File: src/verilog/pci_cfg_hdr_regs.vh
// Offsets, field positions, masks and reset values of the two configuration words
`ifndef PCI_CFG_HDR_REGS_VH
`define PCI_CFG_HDR_REGS_VH
// Word indices within the configuration header
`define CFG_IDX_SELFTEST_WORD   6'h03
`define CFG_IDX_IO_BASE_WORD    6'h04
`define CFG_IDX_W               6
// Reset values
`define SELFTEST_WORD_RESET     32'h00000000
`define IO_BASE_RESET           32'h00000001
// Self-test / header field values
`define SELFTEST_CAPABLE_VAL    1'h0
`define SELFTEST_START_VAL      1'h0
`define SELFTEST_ZERO_VAL       2'h0
`define SELFTEST_CODE_PASS      4'h0
`define MULTIFUNCTION_VAL       1'h0
`define LAYOUT_TYPE_00          7'h00
`define CACHE_LINE_SIZE_VAL     8'h00
// Latency timer field
`define LAT_MSB                 15
`define LAT_LSB                 8
`define LAT_RESET               8'h00
// I/O base masks: writable bits per variant
`define IO_WMASK_BASE           32'h7FF00000
`define IO_WMASK_EXT            32'hFFFFFF00
`define IO_LOW_FIXED_VAL        6'h00
`define IO_RSVD_VAL             1'h0
`define IO_SPACE_IND_VAL        1'h1
// Decode masks for the I/O window (1 Mbyte and 256 bytes)
`define IO_DEC_MASK_BASE        32'hFFF00000
`define IO_DEC_MASK_EXT         32'hFFFFFF00
`endif

File: src/verilog/pci_config_header_io_base.v
// Configuration words for self-test/header/latency/cache and the I/O base address
// What this block does
// - Self-test capable bit reads zero
// - Self-test start bit reads zero
// - Bits 29 and 28 read zero
// - Completion code reads passed, zero
// - Multifunction flag reads zero
// - Layout type field reads zero
// - Latency timer drives master bus tenure
// - Cache line size unsupported, snoop ignored
// - I/O base decodes PCI I/O commands
// - Base variant: bits 30-20 writable, 1 MB
// - Extended variant: bits 31-8 writable, 256 B
// - I/O base resets to 0x00000001
// - Base variant: bits 19-8 stay zero
// - Bits 7 to 2 always zero
// - Reserved bit 1 reads zero
// - Space indicator bit reads one
// - Only latency timer writable in word
// - Self-test word resets to zero
`timescale 1ns/10ps
`include "pci_cfg_hdr_regs.vh"
module pci_config_header_io_base (
  input  wire        ref_clk_i,       // 250 MHz clock
  input  wire        rstn_i,          // Power-on reset, sync, active low
  input  wire        soft_rstn_i,     // Software reset, sync, active low
  input  wire        ext_variant_i,   // Strap: high selects extended variant
  // PCI configuration side
  input  wire        pci_cfg_wr_i,    // PCI config write strobe
  input  wire        pci_cfg_rd_i,    // PCI config read strobe
  input  wire [5:0]  pci_cfg_idx_i,   // PCI config word index
  input  wire [3:0]  pci_cfg_be_i,    // PCI byte enables, active high
  input  wire [31:0] pci_cfg_wdata_i, // PCI write data
  output reg  [31:0] pci_cfg_rdata_o, // PCI read data, registered
  // Internal peripheral bus side
  input  wire        pp_wr_i,         // Peripheral bus write strobe
  input  wire        pp_rd_i,         // Peripheral bus read strobe
  input  wire [5:0]  pp_idx_i,        // Peripheral bus word index
  input  wire [3:0]  pp_be_i,         // Peripheral bus byte enables
  input  wire [31:0] pp_wdata_i,      // Peripheral bus write data
  output reg  [31:0] pp_rdata_o,      // Peripheral bus read data, registered
  // Decode and master timing
  input  wire [31:0] pci_io_addr_i,   // Address of a PCI I/O cycle
  input  wire        pci_io_cmd_i,    // PCI I/O command present
  output wire        io_hit_o,        // I/O cycle targets local registers
  output reg  [7:0]  master_latency_timer_o, // Latency time while bus master
  output wire        cache_disabled_o // Memory target cache-disabled
);
  reg  [7:0]  master_latency_timer_reg;
  reg  [7:0]  master_latency_timer_next;
  reg  [31:0] io_base_reg;
  reg  [31:0] io_base_next;
  reg         variant_reg;
  wire [31:0] selftest_word;
  wire [31:0] io_base_word;
  wire [31:0] io_wmask;

  // Expand byte enables into a bit mask
  function [31:0] be_mask;
    input [3:0] be;
    begin
      be_mask = {{8{be[3]}}, {8{be[2]}}, {8{be[1]}}, {8{be[0]}}};
    end
  endfunction

  // Read mux shared by both ports so they always agree
  function [31:0] cfg_read;
    input [5:0]  idx;
    input [31:0] w3;
    input [31:0] w4;
    begin
      if (idx == `CFG_IDX_SELFTEST_WORD)
        cfg_read = w3;
      else if (idx == `CFG_IDX_IO_BASE_WORD)
        cfg_read = w4;
      else
        cfg_read = 32'h00000000;
    end
  endfunction

  // Strap captured at reset; the variant must not change under live traffic
  always @(posedge ref_clk_i) begin
    if (!rstn_i) begin
      variant_reg <= ext_variant_i;
    end
  end

  // Self-test and header fields are constants; only latency is stored
  assign selftest_word = {`SELFTEST_CAPABLE_VAL,
                          `SELFTEST_START_VAL,
                          `SELFTEST_ZERO_VAL,
                          `SELFTEST_CODE_PASS,
                          `MULTIFUNCTION_VAL,
                          `LAYOUT_TYPE_00,
                          master_latency_timer_reg,
                          `CACHE_LINE_SIZE_VAL};

  // Fixed low bits and indicator are rebuilt on read, never stored
  assign io_base_word = {io_base_reg[31:8],
                         `IO_LOW_FIXED_VAL,
                         `IO_RSVD_VAL,
                         `IO_SPACE_IND_VAL};

  // Writable bits depend on variant; others keep their fixed value
  assign io_wmask = variant_reg ? `IO_WMASK_EXT : `IO_WMASK_BASE;

  // Next-state for latency timer; PCI write wins if both hit same cycle
  always @* begin
    master_latency_timer_next = master_latency_timer_reg;
    if (pp_wr_i && pp_idx_i == `CFG_IDX_SELFTEST_WORD && pp_be_i[1])
      master_latency_timer_next = pp_wdata_i[`LAT_MSB:`LAT_LSB];
    if (pci_cfg_wr_i && pci_cfg_idx_i == `CFG_IDX_SELFTEST_WORD && pci_cfg_be_i[1])
      master_latency_timer_next = pci_cfg_wdata_i[`LAT_MSB:`LAT_LSB];
  end

  // Next-state for I/O base; write data on fixed bits is dropped
  always @* begin
    io_base_next = io_base_reg;
    if (pp_wr_i && pp_idx_i == `CFG_IDX_IO_BASE_WORD)
      io_base_next = (io_base_next & ~(io_wmask & be_mask(pp_be_i)))
                   | (pp_wdata_i & io_wmask & be_mask(pp_be_i));
    if (pci_cfg_wr_i && pci_cfg_idx_i == `CFG_IDX_IO_BASE_WORD)
      io_base_next = (io_base_next & ~(io_wmask & be_mask(pci_cfg_be_i)))
                   | (pci_cfg_wdata_i & io_wmask & be_mask(pci_cfg_be_i));
  end

  // Both power-on and software reset restore initial values
  always @(posedge ref_clk_i) begin
    if (!rstn_i || !soft_rstn_i) begin
      master_latency_timer_reg <= `LAT_RESET;
      io_base_reg              <= `IO_BASE_RESET;
    end else begin
      master_latency_timer_reg <= master_latency_timer_next;
      io_base_reg              <= io_base_next;
    end
  end

  // Registered read data, one cycle after the strobe
  always @(posedge ref_clk_i) begin
    if (!rstn_i) begin
      pci_cfg_rdata_o <= 32'h00000000;
      pp_rdata_o      <= 32'h00000000;
    end else begin
      if (pci_cfg_rd_i)
        pci_cfg_rdata_o <= cfg_read(pci_cfg_idx_i, selftest_word, io_base_word);
      if (pp_rd_i)
        pp_rdata_o <= cfg_read(pp_idx_i, selftest_word, io_base_word);
    end
  end

  // Latency value handed to the master sequencer
  always @(posedge ref_clk_i) begin
    if (!rstn_i)
      master_latency_timer_o <= `LAT_RESET;
    else
      master_latency_timer_o <= master_latency_timer_reg;
  end

  // Snoop signals have no effect; target is always uncached
  assign cache_disabled_o = 1'b1;

  // Host must have programmed the base before relying on hits
  io_window_decode u_decode (
    .io_base_i     (io_base_word),
    .ext_variant_i (variant_reg),
    .addr_i        (pci_io_addr_i),
    .io_cmd_i      (pci_io_cmd_i),
    .hit_o         (io_hit_o)
  );
endmodule // pci_config_header_io_base

File: src/verilog/io_window_decode.v
// Comparator that matches a PCI I/O address against the programmed window base
`timescale 1ns/10ps
`include "pci_cfg_hdr_regs.vh"
module io_window_decode (
  input  wire [31:0] io_base_i,    // Programmed base register value
  input  wire        ext_variant_i,// High selects 256-byte window
  input  wire [31:0] addr_i,       // PCI I/O address
  input  wire        io_cmd_i,     // I/O transfer command present
  output wire        hit_o         // Address falls inside window
);
  wire [31:0] dec_mask;

  // Window size follows the variant
  assign dec_mask = ext_variant_i ? `IO_DEC_MASK_EXT : `IO_DEC_MASK_BASE;
  assign hit_o    = io_cmd_i & ((addr_i & dec_mask) == (io_base_i & dec_mask));
endmodule // io_window_decode

File: config.mk
export PLATFORM = sky130hd
export DESIGN_NAME = pci_config_header_io_base
export DESIGN_NICKNAME = d
export VERILOG_FILES = /design/src/verilog/pci_config_header_io_base.v /design/src/verilog/io_window_decode.v
export VERILOG_INCLUDE_DIRS = /design/src /design/src/verilog
export SDC_FILE = /design/constraint.sdc
export NUM_CORES = 1
export LEC_CHECK = 0
export ABC_CLOCK_PERIOD_IN_PS = 2060
export BUFFER_PORTS_ARGS = -buffer_cell sky130_fd_sc_hd__clkbuf_2
export CORE_MARGIN = 2
export CORE_UTILIZATION = 42
export CTS_CLUSTER_SIZE = 14
export DETAILED_ROUTE_END_ITERATION = 10
export GPL_TIMING_DRIVEN = 1
export PLACE_DENSITY = 0.77
export SETUP_SLACK_MARGIN = 0.4
export SYNTH_ARGS = -nofsm -noshare
export SYNTH_HDL_FRONTEND = slang
export SYNTH_SLANG_ARGS = --single-unit
export TNS_END_PERCENT = 5
File: constraint.sdc
create_clock -name ref_clk_i -period 2.06 [get_ports ref_clk_i]
set_input_delay 0.206 -clock ref_clk_i [delete_from_list [all_inputs] [get_ports ref_clk_i]]
set_output_delay 0.206 -clock ref_clk_i [all_outputs]
set_load 0.005 [all_outputs]
# ---- Word level (Yosys, flattened, before mapping)
# Index checks and enable logic that the tools add are counted.
dict set report op_classes {
  mux 10
  eq_ne 5
  bitwise_logic 15
  n_reduce_logical 10
}
# cell n
set op_table {}
lappend op_table {{$and 32x32->32} 10}
lappend op_table {{$mux 32} 7}
lappend op_table {{$not 32->32} 2}
lappend op_table {{$or 32x32->32} 2}
lappend op_table {{$eq 32x32->1} 1}
lappend op_table {{$mux 20} 1}
lappend op_table {{$mux 8} 2}
lappend op_table {{$eq 6x2->1 const B} 2}
lappend op_table {{$eq 6x3->1 const B} 2}
lappend op_table {{$logic_and 1x1->1} 6}
lappend op_table {{$logic_not 1->1} 2}
lappend op_table {{$reduce_bool 2->1} 1}
lappend op_table {{$and 1x1->1} 1}
lappend op_table {{$logic_or 1x1->1} 1}
dict set report word_totals {
  output_inout_bits 74
  inputBits 125
  elab_cells 46
  register_bits 113
}

# ---- Longest topological paths before layout
# Gate-level depths: netlist of run 1.
dict set report logic_depth {
  depth_word 9
  mapped_depth 6
  depth_no_buf 4
}

# ---- By module
# A second synthesis of run 1 with hierarchy kept.
dict set report hier_totals {
  hier_cells 439
  area_unflattened_um2 4083.9
}
# module instances seq_area_each_um2 area_each_um2 cells_per_inst
set modules_own_cells {}
lappend modules_own_cells {pci_config_header_io_base 1 1831.8 3812.4 406}
lappend modules_own_cells {io_window_decode 1 0.0 271.5 33}

# ---- Worst setup path after synthesis of run 1
# Ideal clock, no wire load.
dict set report synth_path {
  kind {input-to-reg}
  from {input pp_idx_i[5]}
  to {register io_base_reg[31]}
  n_path_buf 2
  setup_slack_ns 0.125
  t_required_ns 1.944
  stages 6
  setup_ns 0.116
  arrival_time_ns 1.819
  path_cell_list {or3_1 > buf_6 > or3_4 > buf_6 > or4b_1 > o211a_1}
}
dict set report synth_via {
  elab_chain_len 6
}
# item line
set synth_rtl {}
lappend synth_rtl {{from (decl)} pci_config_header_io_base.v:38} ;# input wire [5:0] pp_idx_i,
lappend synth_rtl {{$eq 6x3->1 (no line) *} --}
lappend synth_rtl {{$logic_and 1x1->1 (no line) *} --}
lappend synth_rtl {{$mux 32 *} pci_config_header_io_base.v:119} ;# if (pp_wr_i && pp_idx_i == `CFG_IDX_IO_BASE_WORD)
lappend synth_rtl {{$and 32x32->32} pci_config_header_io_base.v:123} ;# io_base_next = (io_base_next & ~(io_wmask & be_mask(pci_cfg_be_i)))
lappend synth_rtl {{$or 32x32->32} pci_config_header_io_base.v:124} ;# | (pci_cfg_wdata_i & io_wmask & be_mask(pci_cfg_be_i));
lappend synth_rtl {{$mux 32 *} pci_config_header_io_base.v:122} ;# if (pci_cfg_wr_i && pci_cfg_idx_i == `CFG_IDX_IO_BASE_WORD)
lappend synth_rtl {{to (signal assigned)} pci_config_header_io_base.v:131} ;# io_base_reg <= `IO_BASE_RESET;
lappend synth_rtl {{to (signal assigned)} pci_config_header_io_base.v:134} ;# io_base_reg <= io_base_next;
lappend synth_rtl {{to (decl)} pci_config_header_io_base.v:51} ;# reg [31:0] io_base_reg;
# Every way passes the cells marked *; elsewhere a longest branch is shown, timed or not.
# A chain may end at the register's enable or synchronous reset.

# ---- Final worst setup path of run 1
dict set report layout_path {
  from {register io_base_reg[22]}
  to {output io_hit_o}
}
dict set report layout_via {
  elab_chain_len 3
}
# item line
set layout_rtl {}
lappend layout_rtl {{$and 32x32->32} io_window_decode.v:15} ;# assign hit_o = io_cmd_i & ((addr_i & dec_mask) == (io_base_i & dec_mask));
lappend layout_rtl {{$eq 32x32->1} io_window_decode.v:15}
lappend layout_rtl {{$and 1x1->1} io_window_decode.v:15}
lappend layout_rtl {{to (decl)} pci_config_header_io_base.v:45} ;# output wire io_hit_o,
# No other way between the ends.

==> impl_metrics.tcl, run 1 <==
set metrics [dict create \
    setup_viol 0 \
    drt_wl_total_mm 12.2 \
    ys_ff_latch 91 \
    p_per_area_mw_per_mm2 614 \
    crit_required_ns 1.85 \
    fin_crit_sh_pct 90.7 \
    skew_ns 0.00621 \
    p_sw_uw 758 \
    p_int_uw 2550 \
    synth_area_per_cell_um2 9.00 \
    syn_area_mm2 0.00417 \
    fin_cells 759 \
    holdBufCountCts 0 \
    start_kind "register" \
    worstSetupEndpointType "output pin" \
    track_usage_pct 22.4 \
    ys_seq_area_share_pct 44.0 \
    rsz0062_at_grt "true" \
    synth_xor_area_share_pct 5.05 \
    hold_path.class "in -> reg" \
    io_buffers 157 \
    area.growth.synth_to_final_pct 29.3 \
    antenna_cells 0 \
    period_needed_ns 1.87 \
    rows 36 \
    critPathSlowestCell "dfxtp_4" \
    place_inst 738 \
    fmax_ghz 0.535 \
    vias_per_cell 5.18 \
    numCtsBuffers 9 \
    synth_compound_area_share_pct 15.9 \
    ys_types 40 \
    worstPathMaxFanout 3 \
    clkSinkCount 91 \
    final_cell_mix "clkbuf_2 (156), a21oi_1 (80), dfxtp_1 (77), nand3_1 (44), nand2b_1 (40)" \
    drt_iter0_drc 206 \
    grt_max_degree 34 \
    root_buffer "clkbuf_8" \
    crit_arrival_ns 1.66 \
    h-tree-depth 3 \
    status "completed" \
    dp_hpwl_mm 9.23 \
    dpl_cell_area_mm2 0.00506 \
    grt_pass1_wl_mm 18.9 \
    antenna_found_initial 0 \
    path_clk_slew_ns 0.08 \
    clock_latency_ns 0.35 \
    max_stage_delay_ns 0.36 \
    reg2regPathDepth 5 \
    ir_drop_mv 0.289 \
    cts_tree "yes" \
    slew_viol_final 0 \
    p_comb_share_pct 8.4 \
    total_leakage_power_uw 0.00227 \
    fin_nets 746 \
    die_area_mm2 0.0107 \
    muxShareOfSynthArea_pct 10.1 \
    p_sw_share_pct 22.9 \
    drv_cap 0 \
    vias 3930 \
    clkPwrFrac_pct 38.5 \
    start_util_pct 43.0 \
    yosysWarnings 0 \
    top_level_ports 199 \
    drive_above_1_share_pct 36.1 \
    final_cell_area_mm2 0.00539 \
    synthAdderAreaFrac_pct 0 \
    synth_cells 463 \
    layout_commonest_cell "clkbuf_2" \
    final.setup.worst_slack_ns 0.191 \
    hold_violations 0 \
    drtAntennaViolNets 0 \
    seqPwrFrac_pct 53.2 \
    fin_tns_setup_ns 0 \
    first_pass_iters 5 \
    crit_chain "xor2_1 -> nor4_1 -> nand4_1 -> nor3_1 -> buf_2" \
    worst_hold_slack_ns 0.0353 \
    cts_buffer_depth 2 \
    grt_pass1_vias 3697 \
    overflow 0 \
    worstMarginPinSlew_ns 0.662 \
    slew_headroom_pct 55.6 \
    gp_routability_congestion 0.880 \
    holdPathStages 1 \
    coreArea_mm2 0.00968 \
    synth_top_family_by_area "simple AND/OR/NAND/NOR gates" \
    yosys.area_share.simple_pct 18.8 \
    drc 0 \
    wire_per_inst_um 16.1 \
    criticalPathCategory "reg -> out" \
    place_ws_ns 0.192 \
    die_h_um 104 \
    die_x_um 104 \
]
[per-stage QoR]
step | power, uW | util [%]
detailed placement | 2080 | 52.2
finish | 3310 | 55.6
global placement | 2070 | 52.2
global route | 3440 | 55.6
CTS | 3340 | 54.9
floorplan | 1950 | -
[per-layer routing]
metal	part of all wire (%)	GRT usage [%]	routed length, um
met3	6.1	4.22	751
met2	45	34.6	5530
met1	44	29.0	5330
met4	5.1	14.0	629
met5	0	0	0
[synthesized netlist by cell type (all sizes together)]
library cell   n  share of area, %
a21oi         80               9.6
a31oi          1              0.15
a32oi          8               1.7
and2          11               1.7
and3           2              0.30
and3b          1              0.21
buf           20               3.5
clkbuf        25               2.3
clkinv         1             0.090
conb           2              0.18
dfxtp         90                43
edfxtp         1              0.72
inv            1             0.090
mux2           8               2.2
mux2i         33               7.9
nand2         12               1.1
nand2b        40               6.0
nand3         44               5.3
nand3b         1              0.18
nand4          4              0.60
nor2           3              0.27
nor3           3              0.48
nor3b          1              0.18
nor4           7               1.6
o211a          1              0.24
o21a           1              0.18
o21ai         32               3.8
o31a           1              0.21
or3            3              0.57
or3b           1              0.21
or4b           1              0.24
xnor2          4              0.84
xor2          20               4.2
[cell type report]
| cell class | instances | area (um^2) |
|---|---|---|
| Sequential cell | 91 | 1860 |
| Clock inverter | 3 | 43.8 |
| Timing Repair Buffer | 179 | 951 |
| Tap cell | 133 | 166 |
| Inverter | 2 | 7.51 |
| Multi-Input combinational cell | 338 | 2180 |
| Clock buffer | 13 | 170 |
| Fill cell | 914 | 4300 |
[power by group through the flow]
stage | Combinational (uW) | Clock (uW) | Sequential [uW]
6_report | 277 | 1270 | 1760
5_1_grt | 303 | 1380 | 1760
4_1_cts | 271 | 1300 | 1760
3_5_place_dp | 267 | 0 | 1810
3_3_place_gp | 261 | 0 | 1810
2_1_floorplan | 144 | 0 | 1810
[final timing paths]
path              slack, ns                   startpoint                     endpoint
hold reg to reg        0.47  pp_rdata_o[30]$_SDFFE_PN0P_  pp_rdata_o[30]$_SDFFE_PN0P_
setup reg to reg       0.54        variant_reg$_DFFE_PN_    io_base_reg[8]$_SDFF_PP0_
hold / removal         0.04                ext_variant_i        variant_reg$_DFFE_PN_
setup / recovery       0.19   io_base_reg[22]$_SDFF_PP0_                     io_hit_o
[cell families after synthesis]
logic type / Yosys count
DFF: 91
muxes: 41
and+or+nand+nor: 134
buffers and inverters: 47
AOI/OAI and AO/OA: 124
xor gates and xnor gates: 24
other: 2
[what timing repair did]
action                     4_1_cts  5_1_grt
setup endpoints to repair        1        1
setup buffers                    2        3
pin swaps                        4        9
gates resized for setup          9       18
hold endpoints to repair         0        0
[worst max-delay path, delay by kind of cell, from the launching register on]
family                 cells  cell delay, ns
XOR/XNOR                   1            0.16
buffers and inverters      1            0.14
flip-flops                 1            0.36
AND/OR/NAND/NOR            3            0.65
(Power assumes the default switching activity.)
==> run 2, diff against run 1 <==
--- a/config.mk
+++ b/config.mk
@@ -9,11 +9,10 @@
 export ABC_CLOCK_PERIOD_IN_PS = 2060
 export BUFFER_PORTS_ARGS = -buffer_cell sky130_fd_sc_hd__clkbuf_2
 export CORE_MARGIN = 2
-export CORE_UTILIZATION = 42
+export CORE_UTILIZATION = 31
 export CTS_CLUSTER_SIZE = 14
 export DETAILED_ROUTE_END_ITERATION = 10
 export GPL_TIMING_DRIVEN = 1
-export PLACE_DENSITY = 0.77
 export SETUP_SLACK_MARGIN = 0.4
 export SYNTH_ARGS = -nofsm -noshare
 export SYNTH_HDL_FRONTEND = slang
==> run 2 against run 1 <==
Clock skew fell by 0.0018 ns. Die area up 34%. Flip-flop and latch count unchanged. Non-clock buffer count up 1. Sequential power hardly changed. Highest routed layer unchanged. Combinational power up 4%. Final cell count up 5.8%. First-iteration DRC count shrank 10%. Global-route usage decreased by 4.2 points. Register-to-register slack better by 0.03 ns.
==> impl_metrics.tcl, run 2 (same netlist as run 1, synthesis figures left out) <==
set metrics [dict create \
    vias_per_cell 4.83 \
    worstPathMaxFanout 2 \
    rows 42 \
    utilization_pct 42.3 \
    final_cell_mix "clkbuf_2 (156), a21oi_1 (80), dfxtp_1 (74), nand3_1 (44), nand2b_1 (40)" \
    gr-usage-met2_pct 27.7 \
    p_per_area_mw_per_mm2 668 \
    worstMarginPinSlew_ns 0.586 \
    cts_tree "yes" \
    path_clk_slew_ns 0.06 \
    grt_pass1_vias 3646 \
    setup_viol 0 \
    drv_cap 0 \
    grt_pass1_wl_mm 20.1 \
    rsz0062_at_grt "true" \
    worstSetupEndpointType "output pin" \
    final_cell_area_mm2 0.00558 \
    track_usage_pct 18.2 \
    crit_required_ns 1.85 \
    io_buffers 157 \
    crit_arrival_ns 1.66 \
    dp_hpwl_mm 10.1 \
    use_met1_pct 25.5 \
    root_buffer "clkbuf_16" \
    path_depth 5 \
    criticalPathCategory "reg -> out" \
    top_usage_layer "met2" \
    drive_above_1_share_pct 37.0 \
    ir_drop_mv 0.356 \
    layout_commonest_cell "clkbuf_2" \
    numCtsBuffers 9 \
    skew_ns 0.00445 \
    top_level_ports 199 \
    min-delay-start "ext_variant_i" \
    slew_viol_final 0 \
    status "completed" \
    coreArea_mm2 0.0132 \
    dpl_cell_area_mm2 0.00513 \
    start_kind "register" \
    overflow 0 \
    drc 0 \
    fin_nets 747 \
    die_x_um 120 \
    drt_iter0_drc 185 \
    drtAntennaViolNets 0 \
    period_needed_ns 1.87 \
    slew_headroom_pct 60.8 \
    fin_crit_sh_pct 90.8 \
    wire_per_inst_um 16.3 \
    cp-startpoint "io_base_reg[10]$_SDFF_PP0_" \
    fin_tns_setup_ns 0 \
    max_stage_delay_ns 0.34 \
    die_area_mm2 0.0144 \
    clkSinkCount 91 \
    hold_violations 0 \
    r2r_end "io_base_reg[9]$_SDFF_PP0_" \
    area.growth.synth_to_final_pct 33.9 \
    rrSetupSlack_ns 0.57 \
    hold_path_end "variant_reg$_DFFE_PN_" \
    total_leakage_power_uw 0.00233 \
    h-tree-depth 3 \
    first_pass_iters 4 \
    critPathSlowestCell "dfxtp_4" \
    cts_buffer_depth 2 \
    holdPathStages 1 \
    antenna_cells 0 \
    gp_routability_congestion 0.953 \
    critical_path.top_delay_family "simple AND/OR/NAND/NOR gates" \
    reg2regPathDepth 5 \
    start_util_pct 31.6 \
    fmax_ghz 0.535 \
    vias 3875 \
    hold_path.class "in -> reg" \
    met3_usage_pct 3.61 \
    crit_chain "xor2_1 -> nor4_2 -> a31oi_2 -> nor3_1 -> buf_2" \
    critPathBufInv 1 \
    r2r-start "variant_reg$_DFFE_PN_" \
    clock_latency_ns 0.33 \
    die_h_um 120 \
    grt_max_degree 33 \
    antenna_found_initial 0 \
    drt_wl_total_mm 13.1 \
]
==> run 2: cell count changes in the layout (fill, tap and decap cells not counted), sizes merged <==
| cell | delta |
|---|---|
| clkinv | +2 |
| buf | +1 |
| clkbuf | -2 |
==> run 2: through the flow <==
stage | cells | setup WS [ns] | total power, uW | hold slack, ns
after floorplan | 476 | 0.159 | 1950 | 0.305
after global routing | 803 | 0.127 | 3860 | 0.0390
after CTS | 801 | 0.143 | 3750 | 0.0422
after global placement | 782 | 0.194 | 2080 | 0.396
after detailed placement | 782 | 0.175 | 2080 | 0.399
final | 803 | 0.189 | 3720 | 0.0530
==> run 2: worst max path at each step <==
stage,to,slack (ns)
after floorplan,io_base_reg[31]$_SDFF_PP0_,0.16
after global placement,io_base_reg[31]$_SDFF_PP0_,0.19
after detailed placement,io_base_reg[31]$_SDFF_PP0_,0.17
after CTS,io_hit_o,0.14
after global routing,io_hit_o,0.13
final,io_hit_o,0.19
==> run 2: where the power goes <==
part	switching, uW	internal [uW]
logic	159	129
clock network	670	1010
registers	3.49	1760
==> run 2: layout make-up <==
| cell class | count | area, um^2 |
|---|---|---|
| Clock buffer | 11 | 254 |
| Clock inverter | 5 | 50.0 |
| Fill cell | 1352 | 7610 |
| Inverter | 2 | 7.51 |
| Multi-Input combinational cell | 338 | 2210 |
| Sequential cell | 91 | 1870 |
| Tap cell | 176 | 220 |
| Timing Repair Buffer | 180 | 971 |
==> run 2: per-layer routing <==
layer | wire length (um) | share of wire [%]
met2 | 5960 | 45
met4 | 343 | 2.6
met1 | 6160 | 47
met5 | 0 | 0
met3 | 659 | 5.0
==> run 2: worst register-to-register path: stages, from the launching register on <==
cell	delay [ns]
edfxtp_1	0.39
inv_1	0.16
nor4_4	0.29
buf_4	0.24
mux2i_1	0.20
a21oi_1	0.08
==> run 2: timing repair <==
action                                 CTS  global route
gates resized for setup                 15            18
setup endpoints to repair                1             4
endpoints found under the hold margin    0             0
pin swaps                                7             7
hold buffers                             0             0
setup buffers                            3             2
